**config.mk**
```make
export PLATFORM = sky130hd
export DESIGN_NAME = mpcd_decoder
export DESIGN_NICKNAME = d
export VERILOG_FILES = /design/src/include/mpcd_pkg.sv /design/src/hw/mpcd_uart_rx.sv /design/src/hw/mpcd_decoder.sv
export VERILOG_INCLUDE_DIRS = /design/src /design/src/include
export SDC_FILE = /design/constraint.sdc
export NUM_CORES = 1
export LEC_CHECK = 0
export BUFFER_PORTS_ARGS = -buffer_cell sky130_fd_sc_hd__clkbuf_2
export CAP_MARGIN = 20
export CORE_UTILIZATION = 49
export CTS_BUF_LIST = sky130_fd_sc_hd__clkbuf_4
export DETAILED_ROUTE_END_ITERATION = 6
export HOLD_SLACK_MARGIN = 0.1
export PLACE_DENSITY = 0.69
export SETUP_SLACK_MARGIN = 0.2
export SYNTH_ARGS = -nofsm -noshare
export SYNTH_HDL_FRONTEND = slang
export SYNTH_SLANG_ARGS = --single-unit
```
**constraint.sdc**
```tcl
create_clock -name ref_clk -period 2.9 [get_ports ref_clk]
set_input_delay 0.145 -clock ref_clk [delete_from_list [all_inputs] [get_ports ref_clk]]
set_output_delay 0.145 -clock ref_clk [all_outputs]
set_load 0.02 [all_outputs]
```
**src/include/mpcd_consts.svh**
```systemverilog
// timing counts, status codes and decode constants for the midi playback decoder
`ifndef MPCD_CONSTS_SVH
`define MPCD_CONSTS_SVH

`define MPCD_CLK_NS       50                               // ref_clk period in ns
`define MPCD_BIT_NS       32000                            // one bit at 31250 bit/s, in ns
`define MPCD_BIT_CYC      (`MPCD_BIT_NS / `MPCD_CLK_NS)    // clocks per bit
`define MPCD_HALF_CYC     (`MPCD_BIT_CYC / 2)              // clocks to mid start bit
`define MPCD_FRAME_BITS   4'h9                             // index of stop bit in a frame

`define MPCD_ST_PAGE      4'hC                             // program change status nibble
`define MPCD_ST_NOTE_ON   4'h9                             // note-on status nibble
`define MPCD_ST_NOTE_OFF  4'h8                             // note-off status nibble
`define MPCD_ST_CHASE     4'hA                             // aftertouch status nibble
`define MPCD_ST_SYSTEM    4'hF                             // system status nibble
`define MPCD_QF_STATUS    8'hF1                            // timecode quarter frame status

`define MPCD_FADER_MAX    7'h13                            // last playback index (19)
`define MPCD_CHASE_MAX    7'h04                            // last chase control code
`define MPCD_QF_LAST      3'h7                             // last quarter frame piece

`define MPCD_PG_A_FIRST   7'h7D                            // bank a page 1 value
`define MPCD_PG_A_BASE    7'h7C                            // bank a: page = value - base
`define MPCD_PG1_FIRST    7'h02                            // page 1, bank b
`define MPCD_PG1_LAST     7'h0A                            // page 1, bank j
`define MPCD_PG1_BASE     7'h01                            // page 1: bank = value - base
`define MPCD_PG2_FIRST    7'h0C                            // page 2, bank b
`define MPCD_PG2_LAST     7'h14                            // page 2, bank j
`define MPCD_PG2_BASE     7'h0B                            // page 2: bank = value - base
`define MPCD_PG3_FIRST    7'h15                            // page 3, bank b
`define MPCD_PG3_LAST     7'h1D                            // page 3, bank j
`define MPCD_PG3_BASE     7'h14                            // page 3: bank = value - base

`endif

```
**src/include/mpcd_pkg.sv**
```systemverilog
// types shared by the midi playback decoder
package mpcd_pkg;

  // operating mode from the desk configuration
  typedef enum logic [1:0] {
    MPCD_MODE_OFF    = 2'h0,
    MPCD_MODE_SLAVE  = 2'h1,
    MPCD_MODE_MASTER = 2'h2
  } mpcd_mode_type;

  // page selection: bank 0..9 is a..j, page 1..3
  typedef struct packed {
    logic [3:0] bank;
    logic [1:0] page;
  } mpcd_page_type;

  // playback fader setting
  typedef struct packed {
    logic [4:0] index;
    logic [6:0] level;
  } mpcd_fader_type;

  // chase control request
  typedef struct packed {
    logic [4:0] index;
    logic [2:0] code;
  } mpcd_chase_type;

  // assembled timecode
  typedef struct packed {
    logic [1:0] rate;
    logic [4:0] hours;
    logic [5:0] mins;
    logic [5:0] secs;
    logic [4:0] frames;
  } mpcd_time_type;

  // note to send in master mode
  typedef struct packed {
    logic       on;
    logic [6:0] key;
    logic [6:0] vel;
  } mpcd_note_type;

endpackage

```
**src/hw/mpcd_uart_rx.sv**
```systemverilog
// serial byte receiver for the midi input pin
`timescale 1ns/1ns
`default_nettype none
`include "mpcd_consts.svh"

module mpcd_uart_rx
  import mpcd_pkg::*;
(
  input  wire logic       ref_clk,
  input  wire logic       resetn,
  input  wire logic       rx_pin,
  output var  logic [7:0] byte_q,
  output var  logic       byte_valid_q
);

  typedef enum logic [1:0] {RX_IDLE, RX_START, RX_DATA, RX_STOP} mpcd_rx_state_type;

  logic              s1_q;                  // first sync stage
  logic              s2_q;                  // second sync stage
  mpcd_rx_state_type st_q, st_d;            // frame state
  logic [9:0]        cnt_q, cnt_d;          // bit timer
  logic [2:0]        bit_q, bit_d;          // data bit index
  logic [7:0]        sh_q, sh_d;            // assembled byte
  logic [7:0]        byte_d;                // next output byte
  logic              byte_valid_d;          // next output strobe

  // frame sequencing, lsb first, 8n1
  always_comb begin
    st_d         = st_q;
    cnt_d        = cnt_q + 10'h001;
    bit_d        = bit_q;
    sh_d         = sh_q;
    byte_d       = byte_q;
    byte_valid_d = 1'b0;
    unique case (st_q)
      RX_IDLE: begin
        cnt_d = 10'h000;
        if (!s2_q) begin                    // start edge seen
          st_d = RX_START;
        end
      end
      RX_START: begin
        if (cnt_q == 10'(`MPCD_HALF_CYC - 1)) begin
          cnt_d = 10'h000;
          st_d  = s2_q ? RX_IDLE : RX_DATA; // glitch returns to idle
          bit_d = 3'h0;
        end
      end
      RX_DATA: begin
        if (cnt_q == 10'(`MPCD_BIT_CYC - 1)) begin
          cnt_d = 10'h000;
          sh_d  = {s2_q, sh_q[7:1]};
          bit_d = bit_q + 3'h1;
          if (bit_q == 3'h7) begin
            st_d = RX_STOP;
          end
        end
      end
      RX_STOP: begin
        if (cnt_q == 10'(`MPCD_BIT_CYC - 1)) begin
          st_d = RX_IDLE;
          if (s2_q) begin                   // good stop bit only
            byte_d       = sh_q;
            byte_valid_d = 1'b1;
          end
        end
      end
    endcase
  end

  // sync and state registers
  always_ff @(posedge ref_clk) begin
    if (!resetn) begin
      s1_q         <= 1'b1;
      s2_q         <= 1'b1;
      st_q         <= RX_IDLE;
      cnt_q        <= 10'h000;
      bit_q        <= 3'h0;
      sh_q         <= 8'h00;
      byte_q       <= 8'h00;
      byte_valid_q <= 1'b0;
    end else begin
      s1_q         <= rx_pin;
      s2_q         <= s1_q;
      st_q         <= st_d;
      cnt_q        <= cnt_d;
      bit_q        <= bit_d;
      sh_q         <= sh_d;
      byte_q       <= byte_d;
      byte_valid_q <= byte_valid_d;
    end
  end

endmodule // mpcd_uart_rx
`default_nettype wire

```
**src/hw/mpcd_decoder.sv**
```systemverilog
// midi playback command decoder and master note sender
// Operation
// - status bytes have msb set, data clear
// - status low nibble matched against configured channel
// - mode input selects master, slave or off
// - program change byte selects bank and page
// - note-on sets slider index to level
// - slider indices are zero based
// - aftertouch carries slider index then chase code
// - timecode quarter frames assemble a start time
// - master mode sends note-on and note-off messages
`timescale 1ns/1ns
`default_nettype none
`include "mpcd_consts.svh"

module mpcd_decoder
  import mpcd_pkg::*;
(
  input  wire logic           ref_clk,
  input  wire logic           resetn,
  input  wire logic           midi_rx,
  output var  logic           midi_tx_q,
  input  wire mpcd_mode_type  mode,
  input  wire logic [3:0]     channel,
  input  wire logic           note_req,
  input  wire mpcd_note_type  note_in,
  output var  logic           note_ready_q,
  output var  logic           page_valid_q,
  output var  mpcd_page_type  page_q,
  output var  logic           fader_valid_q,
  output var  mpcd_fader_type fader_q,
  output var  logic           chase_valid_q,
  output var  mpcd_chase_type chase_q,
  output var  logic           time_valid_q,
  output var  mpcd_time_type  time_q
);

  typedef enum logic [1:0] {P_IDLE, P_D1, P_D2} mpcd_parse_type;
  typedef enum logic [2:0] {K_NONE, K_PAGE, K_FADER, K_CHASE, K_TC} mpcd_kind_type;
  typedef enum logic       {T_IDLE, T_BIT} mpcd_tx_type;

  logic [7:0]     rx_byte;                  // received byte
  logic           rx_valid;                 // received byte strobe
  mpcd_parse_type pst_q, pst_d;             // parser position
  mpcd_kind_type  kind_q, kind_d;           // message being parsed
  logic [6:0]     d1_q, d1_d;               // first data byte
  logic [3:0]     qf_q [8];                 // quarter frame nibbles
  logic [3:0]     qf_d [8];
  logic           page_valid_d;
  mpcd_page_type  page_d;
  logic           fader_valid_d;
  mpcd_fader_type fader_d;
  logic           chase_valid_d;
  mpcd_chase_type chase_d;
  logic           time_valid_d;
  mpcd_time_type  time_d;

  // byte receiver on the midi input pin
  mpcd_uart_rx u_rx (
    .ref_clk      (ref_clk),
    .resetn       (resetn),
    .rx_pin       (midi_rx),
    .byte_q       (rx_byte),
    .byte_valid_q (rx_valid)
  );

  // message parser
  always_comb begin
    logic [6:0] b;
    b             = rx_byte[6:0];
    pst_d         = pst_q;
    kind_d        = kind_q;
    d1_d          = d1_q;
    qf_d          = qf_q;
    page_valid_d  = 1'b0;
    page_d        = page_q;
    fader_valid_d = 1'b0;
    fader_d       = fader_q;
    chase_valid_d = 1'b0;
    chase_d       = chase_q;
    time_valid_d  = 1'b0;
    time_d        = time_q;
    if (rx_valid) begin
      if (rx_byte[7]) begin
        if (rx_byte[7:4] == `MPCD_ST_SYSTEM) begin
          if (!rx_byte[3]) begin            // realtime bytes leave parse alone
            if (rx_byte == `MPCD_QF_STATUS && mode != MPCD_MODE_OFF) begin
              kind_d = K_TC;
              pst_d  = P_D1;
            end else begin
              kind_d = K_NONE;
              pst_d  = P_IDLE;
            end
          end
        end else if (mode == MPCD_MODE_SLAVE && rx_byte[3:0] == channel) begin
          pst_d = P_D1;
          unique case (rx_byte[7:4])
            `MPCD_ST_PAGE:    kind_d = K_PAGE;
            `MPCD_ST_NOTE_ON: kind_d = K_FADER;
            `MPCD_ST_CHASE:   kind_d = K_CHASE;
            default: begin
              kind_d = K_NONE;
              pst_d  = P_IDLE;
            end
          endcase
        end else begin
          kind_d = K_NONE;
          pst_d  = P_IDLE;
        end
      end else if (mode == MPCD_MODE_SLAVE || (kind_q == K_TC && mode != MPCD_MODE_OFF)) begin
        // data bytes only complete a message while its mode still allows it
        unique case (pst_q)
          P_IDLE: ;                         // stray data ignored
          P_D1: begin
            pst_d = P_IDLE;
            unique case (kind_q)
              K_PAGE: begin
                page_valid_d = 1'b1;
                if (b >= `MPCD_PG_A_FIRST) begin
                  page_d.bank = 4'h0;
                  page_d.page = 2'(b - `MPCD_PG_A_BASE);
                end else if (b >= `MPCD_PG1_FIRST && b <= `MPCD_PG1_LAST) begin
                  page_d.bank = 4'(b - `MPCD_PG1_BASE);
                  page_d.page = 2'h1;
                end else if (b >= `MPCD_PG2_FIRST && b <= `MPCD_PG2_LAST) begin
                  page_d.bank = 4'(b - `MPCD_PG2_BASE);
                  page_d.page = 2'h2;
                end else if (b >= `MPCD_PG3_FIRST && b <= `MPCD_PG3_LAST) begin
                  page_d.bank = 4'(b - `MPCD_PG3_BASE);
                  page_d.page = 2'h3;
                end else begin
                  page_valid_d = 1'b0;      // unmapped value dropped
                end
              end
              K_FADER, K_CHASE: begin
                d1_d  = b;
                pst_d = P_D2;
              end
              K_TC: begin
                qf_d[rx_byte[6:4]] = rx_byte[3:0];
                if (rx_byte[6:4] == `MPCD_QF_LAST) begin
                  time_valid_d  = 1'b1;
                  time_d.frames = {qf_q[1][0], qf_q[0]};
                  time_d.secs   = {qf_q[3][1:0], qf_q[2]};
                  time_d.mins   = {qf_q[5][1:0], qf_q[4]};
                  time_d.hours  = {rx_byte[0], qf_q[6]};
                  time_d.rate   = rx_byte[2:1];
                end
              end
              default: ;
            endcase
          end
          P_D2: begin
            pst_d = P_IDLE;
            if (d1_q <= `MPCD_FADER_MAX) begin
              if (kind_q == K_FADER) begin
                fader_valid_d = 1'b1;
                fader_d.index = d1_q[4:0];
                fader_d.level = b;
              end else if (b <= `MPCD_CHASE_MAX) begin
                chase_valid_d = 1'b1;
                chase_d.index = d1_q[4:0];
                chase_d.code  = b[2:0];
              end
            end
          end
          default: pst_d = P_IDLE;
        endcase
      end
    end
  end

  // parser registers
  always_ff @(posedge ref_clk) begin
    if (!resetn) begin
      pst_q         <= P_IDLE;
      kind_q        <= K_NONE;
      d1_q          <= 7'h00;
      qf_q          <= '{default: 4'h0};
      page_valid_q  <= 1'b0;
      page_q        <= '0;
      fader_valid_q <= 1'b0;
      fader_q       <= '0;
      chase_valid_q <= 1'b0;
      chase_q       <= '0;
      time_valid_q  <= 1'b0;
      time_q        <= '0;
    end else begin
      pst_q         <= pst_d;
      kind_q        <= kind_d;
      d1_q          <= d1_d;
      qf_q          <= qf_d;
      page_valid_q  <= page_valid_d;
      page_q        <= page_d;
      fader_valid_q <= fader_valid_d;
      fader_q       <= fader_d;
      chase_valid_q <= chase_valid_d;
      chase_q       <= chase_d;
      time_valid_q  <= time_valid_d;
      time_q        <= time_d;
    end
  end

  mpcd_tx_type tst_q, tst_d;                // sender state
  logic [9:0]  tsh_q, tsh_d;                // frame shift, lsb out first
  logic [3:0]  tbit_q, tbit_d;              // bit index in frame
  logic [9:0]  tcnt_q, tcnt_d;              // bit timer
  logic [1:0]  tbyte_q, tbyte_d;            // byte index in message
  logic [6:0]  tkey_q, tkey_d;              // pending key byte
  logic [6:0]  tvel_q, tvel_d;              // pending velocity byte
  logic        midi_tx_d;
  logic        note_ready_d;

  // master sender: three byte note messages
  always_comb begin
    tst_d   = tst_q;
    tsh_d   = tsh_q;
    tbit_d  = tbit_q;
    tcnt_d  = tcnt_q;
    tbyte_d = tbyte_q;
    tkey_d  = tkey_q;
    tvel_d  = tvel_q;
    unique case (tst_q)
      T_IDLE: begin
        if (note_req && note_ready_q && mode == MPCD_MODE_MASTER) begin
          tst_d   = T_BIT;
          tsh_d   = {1'b1, (note_in.on ? `MPCD_ST_NOTE_ON : `MPCD_ST_NOTE_OFF), channel, 1'b0};
          tbit_d  = 4'h0;
          tcnt_d  = 10'h000;
          tbyte_d = 2'h0;
          tkey_d  = note_in.key;
          tvel_d  = note_in.vel;
        end
      end
      T_BIT: begin
        tcnt_d = tcnt_q + 10'h001;
        if (tcnt_q == 10'(`MPCD_BIT_CYC - 1)) begin
          tcnt_d = 10'h000;
          tsh_d  = {1'b1, tsh_q[9:1]};
          tbit_d = tbit_q + 4'h1;
          if (tbit_q == `MPCD_FRAME_BITS) begin
            tbit_d  = 4'h0;
            tbyte_d = tbyte_q + 2'h1;
            unique case (tbyte_q)
              2'h0:    tsh_d = {2'b10, tkey_q, 1'b0};
              2'h1:    tsh_d = {2'b10, tvel_q, 1'b0};
              default: tst_d = T_IDLE;
            endcase
          end
        end
      end
    endcase
    midi_tx_d    = (tst_d == T_BIT) ? tsh_d[0] : 1'b1;
    note_ready_d = (tst_d == T_IDLE) && (mode == MPCD_MODE_MASTER);
  end

  // sender registers
  always_ff @(posedge ref_clk) begin
    if (!resetn) begin
      tst_q        <= T_IDLE;
      tsh_q        <= 10'h3FF;
      tbit_q       <= 4'h0;
      tcnt_q       <= 10'h000;
      tbyte_q      <= 2'h0;
      tkey_q       <= 7'h00;
      tvel_q       <= 7'h00;
      midi_tx_q    <= 1'b1;
      note_ready_q <= 1'b0;
    end else begin
      tst_q        <= tst_d;
      tsh_q        <= tsh_d;
      tbit_q       <= tbit_d;
      tcnt_q       <= tcnt_d;
      tbyte_q      <= tbyte_d;
      tkey_q       <= tkey_d;
      tvel_q       <= tvel_d;
      midi_tx_q    <= midi_tx_d;
      note_ready_q <= note_ready_d;
    end
  end

endmodule // mpcd_decoder
`default_nettype wire

```
==> run metrics <==
Seq/Total Area, Yosys=45.3%; number of top-level pins=between 80 and 90; post-synth top area share=45.3%; main area contributors after synthesis=dfxtp_1, mux2i_1, nor2_1, nand2_1, a21oi_1; Ys Warns=0; Layout Skew=between 0.02 and 0.03 ns; post-synthesis average cell area=8.96 um^2; power share of the combinational group=5.2%; register-to-register setup slack=0.49 ns; first-pass GRT wire length=26200 um; R2R Path End=note_ready_q; Clk pin slew, worst setup/hold paths=approximately 0.15 ns; Yosys reg bits=164; Max VDD drop=375 uV; period utilisation layout=about 83%; most frequent cells in the layout=dfxtp_1, nor2_1, nand2_1, clkbuf_2, mux2i_1; worst path required time=3.43 ns; switch share=around 25%; failing checks=DRC; power per cell area=466 nW/um^2; Area Overhead vs Synth=14.7%; Die Y=approximately 120 um; Port Buffers=80; share of post-route cells with drive strength above 1=16.3%; hold path startpoint=mode[1]; DRT Pass-1 Iters=7; Die Width=124 um; GR Util All Layers=22.0%; CTS Root Cell=clkbuf_4; reg2reg path depth=7; Net Switching=~0.97 mW; endpoints failing hold=0; final wirelength=16100 um; Yosys top cell by area=dfxtp_1; Core Rows=44; Lkg Pwr=between 3 and 4 nW; antenna violations before repair=1; endpoint type of the worst setup path=flip-flop; vias in the first global route=5323; Yosys cell types=77; GRT overflow=0; hold endpoint=tcnt_q[6]; Setup TNS Final=0 ns; Slew Viols, Final=0; Vias/cell=5.42; Detail Route Antenna Nets=0; Iter 0 DRT Violations=about 500; Syn Inst Count=slightly above 800; worst setup path class=reg -> reg; Min-Delay Path Depth=4; CTS sink cnt=164; critical path arrival=2.94 ns; Clock Power Share=a little over a third; most used flip-flop cell after synthesis=dfxtp_1; DRC Markers=4; status=complete, but fails checks; CP max FO=7; reg2reg start=tcnt_q[0]; core area=14500 um^2; routed len/inst=14.7 um; commonest non-fill, non-tap cell in the layout=dfxtp_1; CTS tree=yes; htree depth=4; mapped cell area=7250 um^2; Hold Crit Class=in -> reg; Max-slew headroom=43.3%; die area=15300 um^2; min cycle time layout=approximately 2.4 ns; largest net degree at the start of global routing=68; Worst-Skew Late Latency=0.57 ns; post-DP HPWL=roughly 10000 um; final net count=942; fmax=415 MHz; clk buf depth=2; via count=between 5k and 6k; number of max-cap violations=0; CTS buffer count=17; Startpoint Class=flip-flop; initial core utilization=between 50 and 60%; syn nets=855; ys async rst share=0%; register share of total power=59.1%; Hold Slack=0.207 ns; RSZ-0062 raised after global routing=no; Final Setup Violations=0; number of synthesized flops with an enable pin=0; GP Congestion=~0.86; Int Pwr=a little under 3 mW; worst slew pin tran=0.851 ns
-- routing by layer --
metal  global-route usage [%]  routed length (um)  vias up
met3                     5.82                 770       15
li1                         -                   -     3000
met2                     33.9                7200      142
met4                     6.02                 148        0
met1                     30.2                7950     2774
met5                        0                   0        -
-- cells by family after synthesis --
logic type | after synthesis | share of synthesized area (%)
buf+inv | 66 | 4.06
simple gates | 336 | 23.0
flops | 164 | 45.3
xor+xnor | 15 | 1.81
fa+ha+maj | 21 | 3.62
compound gates | 133 | 11.9
mux | 74 | 10.3
-- sequential cells by signal, indices dropped and copies added, names as in the netlist, 8 cells and up, named ones only --
register	count
chase_q	8
u_rx.byte_q	8
tsh_q	10
fader_q	12
u_rx.sh_q	8
qf_q	21
time_q	24
tcnt_q	10
u_rx.cnt_q	10
-- synthesized netlist by cell type (3+ instances only) --
cell	number
a21oi_1	58
a22o_1	8
a22oi_1	6
a31oi_1	4
a41oi_1	5
and2_1	6
and3_1	9
buf_1	3
buf_2	15
buf_6	3
clkbuf_1	28
dfxtp_1	164
ha_1	21
inv_1	14
mux2i_1	72
nand2_1	96
nand2b_1	7
nand3_1	32
nand3b_1	4
nand4_1	10
nand4b_1	3
nor2_1	112
nor2_2	4
nor2b_1	3
nor3_1	17
nor3_4	3
nor3b_1	5
nor4_1	3
o211ai_1	4
o21ai_0	16
o22ai_1	4
or3_1	4
xnor2_1	9
xor2_1	6
-- stage by stage --
| stage | total power [mW] | utilization [%] | worst slack (ns) | cells | area (um^2) |
|---|---|---|---|---|---|
| 2_1_floorplan | 2.46 | - | 0.715 | 809 | 7250 |
| 3_3_place_gp | 2.51 | 53.6 | 0.690 | 1035 | 7750 |
| 3_5_place_dp | 2.51 | 53.6 | 0.708 | 1035 | 7750 |
| 4_1_cts | 3.92 | 57.3 | 0.286 | 1092 | 8300 |
| 5_1_grt | 4.03 | 57.4 | 0.211 | 1094 | 8310 |
| 6_report | 3.87 | 57.4 | 0.492 | 1094 | 8310 |
-- final cells by class --
type / instances / area [um^2]
multi-input combinational: 579 / 3680
fill: 1347 / 6170
clock inverter: 13 / 150
clock buffer: 19 / 143
antenna: 1 / 2.50
tap: 184 / 230
inverter: 15 / 58.8
timing repair buffer: 119 / 768
sequential: 164 / 3280
-- timing repair --
| action | CTS | global route |
|---|---|---|
| resized for setup | 0 | 1 |
| setup buffers | 0 | 1 |
| hold endpoints to repair | 29 | 0 |
| endpoints found under the setup margin | 0 | 1 |
| hold buffers | 25 | 0 |
-- worst max-delay path: stages, from the launching register on --
cell,delay [ns]
dfxtp_1,0.41
ha_1,0.21
and3_1,0.30
nand4_1,0.31
nor2_4,0.21
a21oi_1,0.11
nor4b_1,0.25
dlygate4sd3_1,0.58
-- power groups by stage --
stage / combinational [mW] / sequential (mW) / clock, mW
floorplan: 0.124 / 2.33 / 0
global placement: 0.174 / 2.34 / 0
detailed placement: 0.175 / 2.34 / 0
CTS: 0.201 / 2.29 / 1.43
global route: 0.224 / 2.29 / 1.51
finish: 0.200 / 2.29 / 1.39
-- worst max path at each step --
stage	from	endpoint
final	tcnt_q[0]	note_ready_q
after global routing	tcnt_q[0]	note_ready_q
after CTS	tcnt_q[0]	note_ready_q
after detailed placement	u_rx.byte_q[1]	page_valid_q
after global placement	u_rx.byte_q[1]	page_valid_q
after floorplan	u_rx.byte_q[2]	page_valid_q
(Power assumes the default switching activity.)
